$ cat config.mk
export PLATFORM = sky130hd
export DESIGN_NAME = srm_config_bank
export DESIGN_NICKNAME = d
export VERILOG_FILES = /design/src/common/srm_pkg.sv /design/src/rtl/srm_lock_detect.sv /design/src/rtl/srm_config_bank.sv
export SDC_FILE = /design/constraint.sdc
export NUM_CORES = 1
export LEC_CHECK = 0
export ABC_AREA = 1
export BUFFER_PORTS_ARGS = -buffer_cell sky130_fd_sc_hd__buf_2
export CORE_UTILIZATION = 24
export CTS_CLUSTER_SIZE = 20
export DETAILED_ROUTE_END_ITERATION = 10
export SETUP_SLACK_MARGIN = 0.2
export SLEW_MARGIN = 20
export SYNTH_ARGS = -nofsm -noshare
export SYNTH_HDL_FRONTEND = slang
export SYNTH_SLANG_ARGS = --single-unit
export TNS_END_PERCENT = 30
$ cat constraint.sdc
create_clock -name i_clock -period 5.4 [get_ports i_clock]
set_input_delay 0.27 -clock i_clock [delete_from_list [all_inputs] [get_ports i_clock]]
set_output_delay 0.27 -clock i_clock [all_outputs]
set_load 0.005 [all_outputs]
$ cat src/common/srm_pkg.sv
package srm_pkg;

    // Serial frame layout: read flag, address, data, most significant bit first.
    localparam int ADDR_W = 15;
    localparam int DATA_W = 8;
    localparam logic [4:0] HDR_LAST_BIT = 5'h0f;
    localparam logic [4:0] FRAME_LAST_BIT = 5'h17;
    localparam logic [4:0] FRAME_BITS = 5'h18;
    localparam int RW_FLAG_POS = 15;

    // Register offsets.
    localparam logic [14:0] OFS_REFERENCE_COUNTER = 15'h001f;
    localparam logic [14:0] OFS_DIAGNOSTIC_OUTPUT_CONTROL = 15'h0020;
    localparam logic [14:0] OFS_REFERENCE_PATH_CONTROL = 15'h0022;
    localparam logic [14:0] OFS_OSCILLATOR_POWER_SELECT = 15'h0025;
    localparam logic [14:0] OFS_PUMP_BLEED_MAGNITUDE = 15'h0026;
    localparam logic [14:0] OFS_LOCK_DETECT_CONTROL = 15'h0027;

    // Values after reset and writable bit masks.
    localparam logic [7:0] REG_RESET = 8'h00;
    localparam logic [7:0] MASK_REFERENCE_COUNTER = 8'h1f;
    localparam logic [7:0] MASK_DIAGNOSTIC_OUTPUT_CONTROL = 8'hfc;
    localparam logic [7:0] MASK_FULL = 8'hff;

    // Field positions.
    localparam int REF_COUNT_MSB = 4;
    localparam int DIAG_SOURCE_LSB = 4;
    localparam int DIAG_ROUTING_BIT = 3;
    localparam int DIAG_LEVEL_BIT = 2;
    localparam int REF_DOUBLER_BIT = 5;
    localparam int REF_HALVER_BIT = 4;
    localparam int OSC_POWER_LSB = 0;
    localparam int LOCK_WINDOW_LSB = 6;
    localparam int LOCK_PRECISION_BIT = 5;
    localparam int GATED_BLEED_BIT = 4;

    // Diagnostic source codes.
    localparam logic [3:0] DIAG_HIGH_Z = 4'h0;
    localparam logic [3:0] DIAG_LOCK = 4'h1;
    localparam logic [3:0] DIAG_PUMP_UP = 4'h2;
    localparam logic [3:0] DIAG_PUMP_DOWN = 4'h3;
    localparam logic [3:0] DIAG_HALF_REF = 4'h4;
    localparam logic [3:0] DIAG_HALF_FB = 4'h5;
    localparam logic [3:0] DIAG_OSC_TEST = 4'h6;
    localparam logic [3:0] DIAG_CONST_HIGH = 4'h8;

    // Reference division ratio used for a programmed zero.
    localparam logic [5:0] REF_ZERO_RATIO = 6'h20;

    // Lock detect counts in phase detector cycles, base doubled per select step.
    localparam logic [13:0] LOCK_COUNT_BASE = 14'h0400;

    typedef struct packed {
        logic sclk;
        logic cs_n;
        logic mosi;
    } srm_spi_in_t;

    typedef struct packed {
        logic [4:0] ref_count;
        logic ref_doubler_enable;
        logic ref_halver_enable;
        logic [3:0] diag_source_select;
        logic diag_pin_routing;
        logic diag_level_select;
        logic [1:0] osc_power_select;
        logic [7:0] pump_bleed_magnitude;
        logic [1:0] lock_window_select;
        logic lock_precision;
        logic gated_bleed_enable;
    } srm_cfg_t;

endpackage

$ cat src/rtl/srm_lock_detect.sv
`timescale 1ns/100ps
module srm_lock_detect (
    // Clock and reset
    input wire logic i_clock,
    input wire logic i_rst,
    // Phase detector status
    input wire logic i_pfd_tick,
    input wire logic i_in_window,
    input wire logic [1:0] i_lock_cycle_count,
    // Lock status
    output logic o_lock
);
    import srm_pkg::*;

    logic [13:0] count_reg;
    logic [13:0] target;
    logic lock_reg;

    assign target = 14'(LOCK_COUNT_BASE << i_lock_cycle_count);
    assign o_lock = lock_reg;

    // Counts consecutive in-window cycles and drops lock on any miss.
    always_ff @(posedge i_clock) begin
        if (i_rst) begin
            count_reg <= 14'h0000;
            lock_reg <= 1'b0;
        end else if (i_pfd_tick) begin
            if (!i_in_window) begin
                count_reg <= 14'h0000;
                lock_reg <= 1'b0;
            end else if (!lock_reg) begin
                if (count_reg == 14'(target - 14'h0001)) begin
                    lock_reg <= 1'b1;
                end else begin
                    count_reg <= 14'(count_reg + 14'h0001);
                end
            end
        end
    end

    property p_lock_needs_count;
        @(posedge i_clock) disable iff (i_rst)
        $rose(lock_reg) |-> $past(i_pfd_tick && i_in_window && count_reg == 14'(target - 14'h0001));
    endproperty
    a_lock_needs_count: assert property (p_lock_needs_count) else $error("Lock rose early.");

    property p_miss_drops_lock;
        @(posedge i_clock) disable iff (i_rst)
        (i_pfd_tick && !i_in_window) |=> (!lock_reg && count_reg == 14'h0000);
    endproperty
    a_miss_drops_lock: assert property (p_miss_drops_lock) else $error("Lock held on miss.");

    c_lock_reached: cover property (@(posedge i_clock) disable iff (i_rst) $rose(lock_reg));
endmodule

$ cat src/rtl/srm_config_bank.sv
`timescale 1ns/100ps
module srm_config_bank (
    // Clock and reset
    input wire logic i_clock,
    input wire logic i_rst,
    // Serial host pins
    input srm_pkg::srm_spi_in_t i_spi,
    output logic o_sdo,
    output logic o_sdo_oe_n,
    // Synthesizer signals
    input wire logic i_ref_tick,
    input wire logic i_fb_tick,
    input wire logic i_pump_up,
    input wire logic i_pump_down,
    input wire logic i_osc_test,
    input wire logic i_pfd_tick,
    input wire logic i_phase_in_window,
    input wire logic [1:0] i_lock_cycle_count,
    // Configuration and status
    output srm_pkg::srm_cfg_t o_cfg,
    output logic o_ref_div_tick,
    output logic o_lock_detect,
    output logic o_diag_level_3v3
);
    import srm_pkg::*;

    function automatic logic [5:0] ref_ratio(input logic [4:0] field);
        ref_ratio = (field == 5'h00) ? REF_ZERO_RATIO : {1'b0, field};
    endfunction

    logic [2:0] sclk_sync_reg, cs_sync_reg, mosi_sync_reg;
    logic sclk_lvl_reg, cs_lvl_reg, mosi_lvl_reg;
    logic sclk_rise, sclk_fall;
    logic [4:0] bit_cnt_reg;
    logic [23:0] shift_reg, shift_next;
    logic rw_reg, rd_active_reg;
    logic [14:0] addr_reg;
    logic [7:0] rd_shift_reg;
    logic hdr_done, wr_commit;
    logic [7:0] ref_counter_reg, diag_ctrl_reg, ref_path_reg;
    logic [7:0] osc_power_reg, bleed_reg, lock_ctrl_reg;
    logic [5:0] ref_cnt_reg;
    logic halve_phase_reg, ref_div_tick_reg, half_ref_reg, half_fb_reg;
    logic div_event;
    logic lock;
    logic diag_value;
    logic sdo_reg, sdo_oe_n_reg;

    function automatic logic [7:0] read_reg(input logic [14:0] addr);
        case (addr)
            OFS_REFERENCE_COUNTER: read_reg = ref_counter_reg & MASK_REFERENCE_COUNTER;
            OFS_DIAGNOSTIC_OUTPUT_CONTROL: read_reg = diag_ctrl_reg & MASK_DIAGNOSTIC_OUTPUT_CONTROL;
            OFS_REFERENCE_PATH_CONTROL: read_reg = ref_path_reg;
            OFS_OSCILLATOR_POWER_SELECT: read_reg = osc_power_reg;
            OFS_PUMP_BLEED_MAGNITUDE: read_reg = bleed_reg;
            OFS_LOCK_DETECT_CONTROL: read_reg = lock_ctrl_reg;
            default: read_reg = 8'h00;
        endcase
    endfunction

    // Three-stage synchronisers; a level counts once stages two and three agree.
    always_ff @(posedge i_clock) begin
        if (i_rst) begin
            sclk_sync_reg <= 3'h0;
            cs_sync_reg <= 3'h7;
            mosi_sync_reg <= 3'h0;
        end else begin
            sclk_sync_reg <= {sclk_sync_reg[1:0], i_spi.sclk};
            cs_sync_reg <= {cs_sync_reg[1:0], i_spi.cs_n};
            mosi_sync_reg <= {mosi_sync_reg[1:0], i_spi.mosi};
        end
    end

    always_ff @(posedge i_clock) begin
        if (i_rst) begin
            sclk_lvl_reg <= 1'b0;
            cs_lvl_reg <= 1'b1;
            mosi_lvl_reg <= 1'b0;
        end else begin
            if (sclk_sync_reg[1] == sclk_sync_reg[2]) sclk_lvl_reg <= sclk_sync_reg[2];
            if (cs_sync_reg[1] == cs_sync_reg[2]) cs_lvl_reg <= cs_sync_reg[2];
            if (mosi_sync_reg[1] == mosi_sync_reg[2]) mosi_lvl_reg <= mosi_sync_reg[2];
        end
    end

    assign sclk_rise = !cs_lvl_reg && (sclk_sync_reg[1] == sclk_sync_reg[2])
                       && sclk_sync_reg[2] && !sclk_lvl_reg;
    assign sclk_fall = !cs_lvl_reg && (sclk_sync_reg[1] == sclk_sync_reg[2])
                       && !sclk_sync_reg[2] && sclk_lvl_reg;
    assign shift_next = {shift_reg[22:0], mosi_lvl_reg};
    assign hdr_done = sclk_rise && bit_cnt_reg == HDR_LAST_BIT;
    assign wr_commit = sclk_rise && bit_cnt_reg == FRAME_LAST_BIT && !rw_reg;

    // Frame receiver: header of read flag and address, then one data byte.
    always_ff @(posedge i_clock) begin
        if (i_rst || cs_lvl_reg) begin
            bit_cnt_reg <= 5'h00;
            shift_reg <= 24'h000000;
            rw_reg <= 1'b0;
            addr_reg <= 15'h0000;
        end else if (sclk_rise && bit_cnt_reg != FRAME_BITS) begin
            shift_reg <= shift_next;
            bit_cnt_reg <= 5'(bit_cnt_reg + 5'h01);
            if (hdr_done) begin
                rw_reg <= shift_next[RW_FLAG_POS];
                addr_reg <= shift_next[14:0];
            end
        end
    end

    // Read-back shifter, loaded at the end of a read header.
    always_ff @(posedge i_clock) begin
        if (i_rst || cs_lvl_reg) begin
            rd_shift_reg <= 8'h00;
            rd_active_reg <= 1'b0;
        end else if (hdr_done && shift_next[RW_FLAG_POS]) begin
            rd_shift_reg <= read_reg(shift_next[14:0]);
            rd_active_reg <= 1'b1;
        end else if (sclk_fall && rd_active_reg) begin
            rd_shift_reg <= {rd_shift_reg[6:0], 1'b0};
        end
    end

    // Register writes, masked so read-only reserved bits stay zero.
    always_ff @(posedge i_clock) begin
        if (i_rst) begin
            ref_counter_reg <= REG_RESET;
            diag_ctrl_reg <= REG_RESET;
            ref_path_reg <= REG_RESET;
            osc_power_reg <= REG_RESET;
            bleed_reg <= REG_RESET;
            lock_ctrl_reg <= REG_RESET;
        end else if (wr_commit) begin
            case (addr_reg)
                OFS_REFERENCE_COUNTER: ref_counter_reg <= shift_next[7:0] & MASK_REFERENCE_COUNTER;
                OFS_DIAGNOSTIC_OUTPUT_CONTROL: diag_ctrl_reg <= shift_next[7:0] & MASK_DIAGNOSTIC_OUTPUT_CONTROL;
                OFS_REFERENCE_PATH_CONTROL: ref_path_reg <= shift_next[7:0];
                OFS_OSCILLATOR_POWER_SELECT: osc_power_reg <= shift_next[7:0];
                OFS_PUMP_BLEED_MAGNITUDE: bleed_reg <= shift_next[7:0] & MASK_FULL;
                OFS_LOCK_DETECT_CONTROL: lock_ctrl_reg <= shift_next[7:0];
                default: ref_counter_reg <= ref_counter_reg;
            endcase
        end
    end

    always_comb begin
        o_cfg.ref_count = ref_counter_reg[REF_COUNT_MSB:0];
        o_cfg.ref_doubler_enable = ref_path_reg[REF_DOUBLER_BIT];
        o_cfg.ref_halver_enable = ref_path_reg[REF_HALVER_BIT];
        o_cfg.diag_source_select = diag_ctrl_reg[DIAG_SOURCE_LSB +: 4];
        o_cfg.diag_pin_routing = diag_ctrl_reg[DIAG_ROUTING_BIT];
        o_cfg.diag_level_select = diag_ctrl_reg[DIAG_LEVEL_BIT];
        o_cfg.osc_power_select = osc_power_reg[OSC_POWER_LSB +: 2];
        o_cfg.pump_bleed_magnitude = bleed_reg;
        o_cfg.lock_window_select = lock_ctrl_reg[LOCK_WINDOW_LSB +: 2];
        o_cfg.lock_precision = lock_ctrl_reg[LOCK_PRECISION_BIT];
        o_cfg.gated_bleed_enable = lock_ctrl_reg[GATED_BLEED_BIT];
    end

    assign o_diag_level_3v3 = diag_ctrl_reg[DIAG_LEVEL_BIT];

    // Reference divider with optional divide-by-two after it.
    assign div_event = i_ref_tick
                       && ref_cnt_reg == 6'(ref_ratio(ref_counter_reg[4:0]) - 6'h01);

    always_ff @(posedge i_clock) begin
        if (i_rst) begin
            ref_cnt_reg <= 6'h00;
            halve_phase_reg <= 1'b0;
            ref_div_tick_reg <= 1'b0;
            half_ref_reg <= 1'b0;
        end else begin
            ref_div_tick_reg <= 1'b0;
            if (div_event) begin
                ref_cnt_reg <= 6'h00;
                half_ref_reg <= !half_ref_reg;
                halve_phase_reg <= !halve_phase_reg;
                ref_div_tick_reg <= !ref_path_reg[REF_HALVER_BIT] || halve_phase_reg;
            end else if (i_ref_tick) begin
                ref_cnt_reg <= 6'(ref_cnt_reg + 6'h01);
            end
        end
    end

    always_ff @(posedge i_clock) begin
        if (i_rst) begin
            half_fb_reg <= 1'b0;
        end else if (i_fb_tick) begin
            half_fb_reg <= !half_fb_reg;
        end
    end

    assign o_ref_div_tick = ref_div_tick_reg;

    srm_lock_detect u_lock (
        .i_clock(i_clock),
        .i_rst(i_rst),
        .i_pfd_tick(i_pfd_tick),
        .i_in_window(i_phase_in_window),
        .i_lock_cycle_count(i_lock_cycle_count),
        .o_lock(lock)
    );

    assign o_lock_detect = lock;

    always_comb begin
        case (diag_ctrl_reg[DIAG_SOURCE_LSB +: 4])
            DIAG_LOCK: diag_value = lock;
            DIAG_PUMP_UP: diag_value = i_pump_up;
            DIAG_PUMP_DOWN: diag_value = i_pump_down;
            DIAG_HALF_REF: diag_value = half_ref_reg;
            DIAG_HALF_FB: diag_value = half_fb_reg;
            DIAG_OSC_TEST: diag_value = i_osc_test;
            DIAG_CONST_HIGH: diag_value = 1'b1;
            default: diag_value = 1'b0;
        endcase
    end

    // Output pin: diagnostic when routed, read-back during reads, else released.
    always_ff @(posedge i_clock) begin
        if (i_rst) begin
            sdo_reg <= 1'b0;
            sdo_oe_n_reg <= 1'b1;
        end else if (diag_ctrl_reg[DIAG_ROUTING_BIT]) begin
            sdo_reg <= diag_value;
            sdo_oe_n_reg <= 1'b0;
        end else if (rd_active_reg) begin
            sdo_reg <= rd_shift_reg[7];
            sdo_oe_n_reg <= 1'b0;
        end else begin
            sdo_reg <= 1'b0;
            sdo_oe_n_reg <= 1'b1;
        end
    end

    assign o_sdo = sdo_reg;
    assign o_sdo_oe_n = sdo_oe_n_reg;

    property p_reset_zero;
        @(posedge i_clock) i_rst |=> (o_cfg == '0 && o_sdo_oe_n);
    endproperty
    a_reset_zero: assert property (p_reset_zero) else $error("Not zero after reset.");

    property p_zero_ratio;
        @(posedge i_clock) disable iff (i_rst)
        (i_ref_tick && ref_counter_reg[4:0] == 5'h00 && ref_cnt_reg == 6'h1f)
            |=> (ref_cnt_reg == 6'h00 && half_ref_reg != $past(half_ref_reg));
    endproperty
    a_zero_ratio: assert property (p_zero_ratio) else $error("Zero field not 32.");

    property p_lock_routed;
        @(posedge i_clock) disable iff (i_rst)
        (diag_ctrl_reg[7:3] == 5'h03) |=> (o_sdo == $past(lock) && !o_sdo_oe_n);
    endproperty
    a_lock_routed: assert property (p_lock_routed) else $error("Lock not on pin.");

    property p_float_only_unrouted;
        @(posedge i_clock) disable iff (i_rst)
        $rose(o_sdo_oe_n) |-> $past(!diag_ctrl_reg[DIAG_ROUTING_BIT] && !rd_active_reg);
    endproperty
    a_float_only_unrouted: assert property (p_float_only_unrouted) else $error("Bad float.");

    property p_readback_drives;
        @(posedge i_clock) disable iff (i_rst)
        (rd_active_reg && !diag_ctrl_reg[DIAG_ROUTING_BIT])
            |=> (!o_sdo_oe_n && o_sdo == $past(rd_shift_reg[7]));
    endproperty
    a_readback_drives: assert property (p_readback_drives) else $error("No read-back.");

    property p_reserved_zero;
        @(posedge i_clock) disable iff (i_rst)
        wr_commit ##1 1'b1 |-> (ref_counter_reg[7:5] == 3'h0 && diag_ctrl_reg[1:0] == 2'h0);
    endproperty
    a_reserved_zero: assert property (p_reserved_zero) else $error("Reserved bit set.");

    property p_bleed_write;
        @(posedge i_clock) disable iff (i_rst)
        (wr_commit && addr_reg == OFS_PUMP_BLEED_MAGNITUDE)
            |=> (o_cfg.pump_bleed_magnitude == $past(shift_next[7:0]));
    endproperty
    a_bleed_write: assert property (p_bleed_write) else $error("Bleed not stored.");

    property p_path_bits;
        @(posedge i_clock) disable iff (i_rst)
        (wr_commit && addr_reg == OFS_REFERENCE_PATH_CONTROL)
            |=> (o_cfg.ref_doubler_enable == $past(shift_next[5])
                 && o_cfg.ref_halver_enable == $past(shift_next[4]));
    endproperty
    a_path_bits: assert property (p_path_bits) else $error("Path bits wrong.");

    c_write_frame: cover property (@(posedge i_clock) disable iff (i_rst) wr_commit);
    c_read_frame: cover property (@(posedge i_clock) disable iff (i_rst) hdr_done && shift_next[15]);
    c_diag_routed: cover property (@(posedge i_clock) disable iff (i_rst)
        diag_ctrl_reg[DIAG_ROUTING_BIT] && !o_sdo_oe_n);
endmodule

==> impl_metrics.yaml <==
status:
  status: "completed"
cts:
  clk_path_buf_depth: 2
  h-tree-depth: 4
  cts.sinks: 127
  cts_setup_buffers: 0
  root_buffer: "clkbuf_16"
  path_clk_slew_ps: 50
  hold_buffers: 0
  cts_tree: "yes"
  cts_resized: 0
  clock_latency_ps: 430
  cts_buffers: 17
timing:
  period_minus_slack_ps: 2110
  timing.slew.headroom_pct: 46.8
  max_slew.worst_pin.slew_ps: 791
  rsz0062_at_grt: "no"
  setup_tns_ps: 0
  fin_skew_ps: 9.59
  whs_ps: 34.8
  setup_viol: 0
  hold_violations: 0
  maxSlewViolCount: 0
  min_period_over_period_pct: 39.0
  fmax_mhz: 474
setup_path:
  endpoint_kind: "flop"
  critPathLaunchType: "flop"
  crit_chain: "nor3_1 -> nand3_1 -> inv_2 -> nand3_1 -> nand2_1 -> a21oi_1"
  critPathMaxFanout: 35
  cp_slowest_cell: "inv_2"
  crit_type: "flop to flop"
  crit_top_cell: "nand3_1"
  worstPathRequired_ps: 5670
  rrSetupSlack_ps: 3290
  arrival_ps: 2370
  slowest_delay_ps: 550
synth:
  syn_area_per_cell_um2: 7.22
  synth_mux_area_share_pct: 0.166
  synth.largest_area_cell: "dfxtp_1"
  synth-xor-area-share_pct: 2.91
  synth_ff_type: "dfxtp_1"
  synth_cell_type_count: 41
  synthAdderAreaFrac_pct: 1.25
  synth_top_family_by_area: "simple AND/OR/NAND/NOR gates"
  yosys.area_share.simple_pct: 32.6
  ys_top_cells_by_area: "dfxtp_1 (42%), nand2_1 (11%), a21oi_1 (8.2%)"
  yosysWarnings: 0
  synth_seq_cells: 127
  synth_edf_count: 0
  ys_seq_area_share_pct: 42.2
  synth_top_area_share_pct: 42.2
  yosysMostFrequentCell: "nand2_1"
  synthArstFlopShare_pct: 0
  yosys-top-cells-count: "nand2_1 (173), dfxtp_1 (127), a21oi_1 (99), nand3_1 (84), nor2_1 (73)"
  netlist_area_mm2: 0.00602
  syn-num-nets: 854
  synthCells: 834
  synth-compound-area-share_pct: 12.5
grt:
  grt_max_degree: 66
  grt_pass1_wl_mm: 26.5
  grt_pass1_vias: 5198
  antenna_found_initial: 0
  grt_usage_pct: 12.9
  gr-total-overflow: 0
floorplan:
  die-area_mm2: 0.0257
  core-area_mm2: 0.0245
  die_w_um: 160
  start_util_pct: 24.6
  rows: 57
  fp.dieH_um: 160
  io-pin-count: 46
cells_and_area:
  area_growth_pct: 16.5
  multi_input_area_mm2: 0.00298
  nets: 873
  drive_gt1_share_pct: 12.5
  fillCellCount: 2661
  stdcell_area_mm2: 0.00701
  ff_latch_area_mm2: 0.00254
  diodes: 0
power:
  power_density_mw_per_mm2: 302
  ir_drop_v: 0.000226
  leakagePower_uw: 0.00251
  p_total_uw: 2110
routing:
  avgRoutedWirePerCell_um: 13.5
  vias: 5625
  drcViolationCount: 0
  ant_nets: 0
  drtIter0Drc: 496
  routed_via_density: 4.73
  routed_wl_mm: 16.0
  dr.pass1.iters: 5
flow_run:
  maxCapViolCount: 0
placement:
  placed_area_mm2: 0.00643
  place_hpwl_mm: 10.8
  gp_congestion: 0.897
  io_buffers: 45
hold_path:
  min_path_type: "input port to flop"
worst max-delay path, delay by kind of cell (launching register included):
kind / cells / cell delay (ps)
flip-flops: 1 / 310
buffers and inverters: 1 / 550
AO/OA/AOI/OAI: 1 / 80
AND/OR/NAND/NOR: 4 / 990
cells by family (layout without fill, tap and decap cells):
logic type,Yosys count,after routing
AOI/OAI and AO/OA,146,146
xor gates and xnor gates,20,20
adders and majority gates,6,6
buffers and inverters,115,147
DFF,127,127
muxes,1,1
and+or+nand+nor,419,419
area by class of cell:
| cell class | count | share of cell area [%] |
|---|---|---|
| inverter | 65 | 3.48 |
| sequential | 127 | 36.3 |
| tap | 324 | 5.78 |
| multi-input combinational | 592 | 42.5 |
| clock inverter | 14 | 2.02 |
| timing repair buffer | 50 | 3.75 |
| clock buffer | 18 | 6.26 |
report_power, final:
part,internal [uW],switching [uW]
Combinational,12.2,28.2
Clock,689,438
Sequential,943,4.62
cells in the final DEF (no fill, tap or decap), types with 6 or more instances in the layout:
| cell | n |
|---|---|
| a21oi_1 | 99 |
| xor2_1 | 12 |
| o21ai_0 | 37 |
| ha_1 | 6 |
| nor2_1 | 73 |
| xnor2_1 | 8 |
| buf_2 | 45 |
| nand2_1 | 173 |
| inv_1 | 61 |
| nand3_1 | 84 |
| nor3_1 | 15 |
| clkbuf_16 | 17 |
| nand4_1 | 43 |
| dfxtp_1 | 127 |
layer usage:
metal / global-route usage (%) / vias to the layer above / wire length (um)
li1: - / 2831 / -
met1: 16.6 / 2608 / 7340
met2: 20.6 / 158 / 7440
met3: 3.05 / 28 / 911
met4: 5.67 / 0 / 337
met5: 0 / - / 0
path summary, 6_finish.rpt:
kind | from | to | cells after the start
max | addr_reg[8]$_SDFFE_PP0P_ | osc_power_reg[3]$_SDFFE_PP0P_ | 6
min | i_spi[1] | cs_sync_reg[0]$_SDFF_PP1_ | 2
max reg2reg | addr_reg[8]$_SDFFE_PP0P_ | osc_power_reg[3]$_SDFFE_PP0P_ | 6
min reg2reg | mosi_sync_reg[0]$_SDFF_PP0_ | mosi_sync_reg[1]$_SDFF_PP0_ | 2
stage by stage:
step	setup WS [ps]	instances	utilization, %
2_1_floorplan	3680	834	-
3_3_place_gp	3260	1158	26.3
3_5_place_dp	3300	1158	26.3
4_1_cts	3310	1190	28.7
5_1_grt	3050	1190	28.7
6_report	3290	1190	28.7
Note: power is estimated with default switching activity, not from simulation.
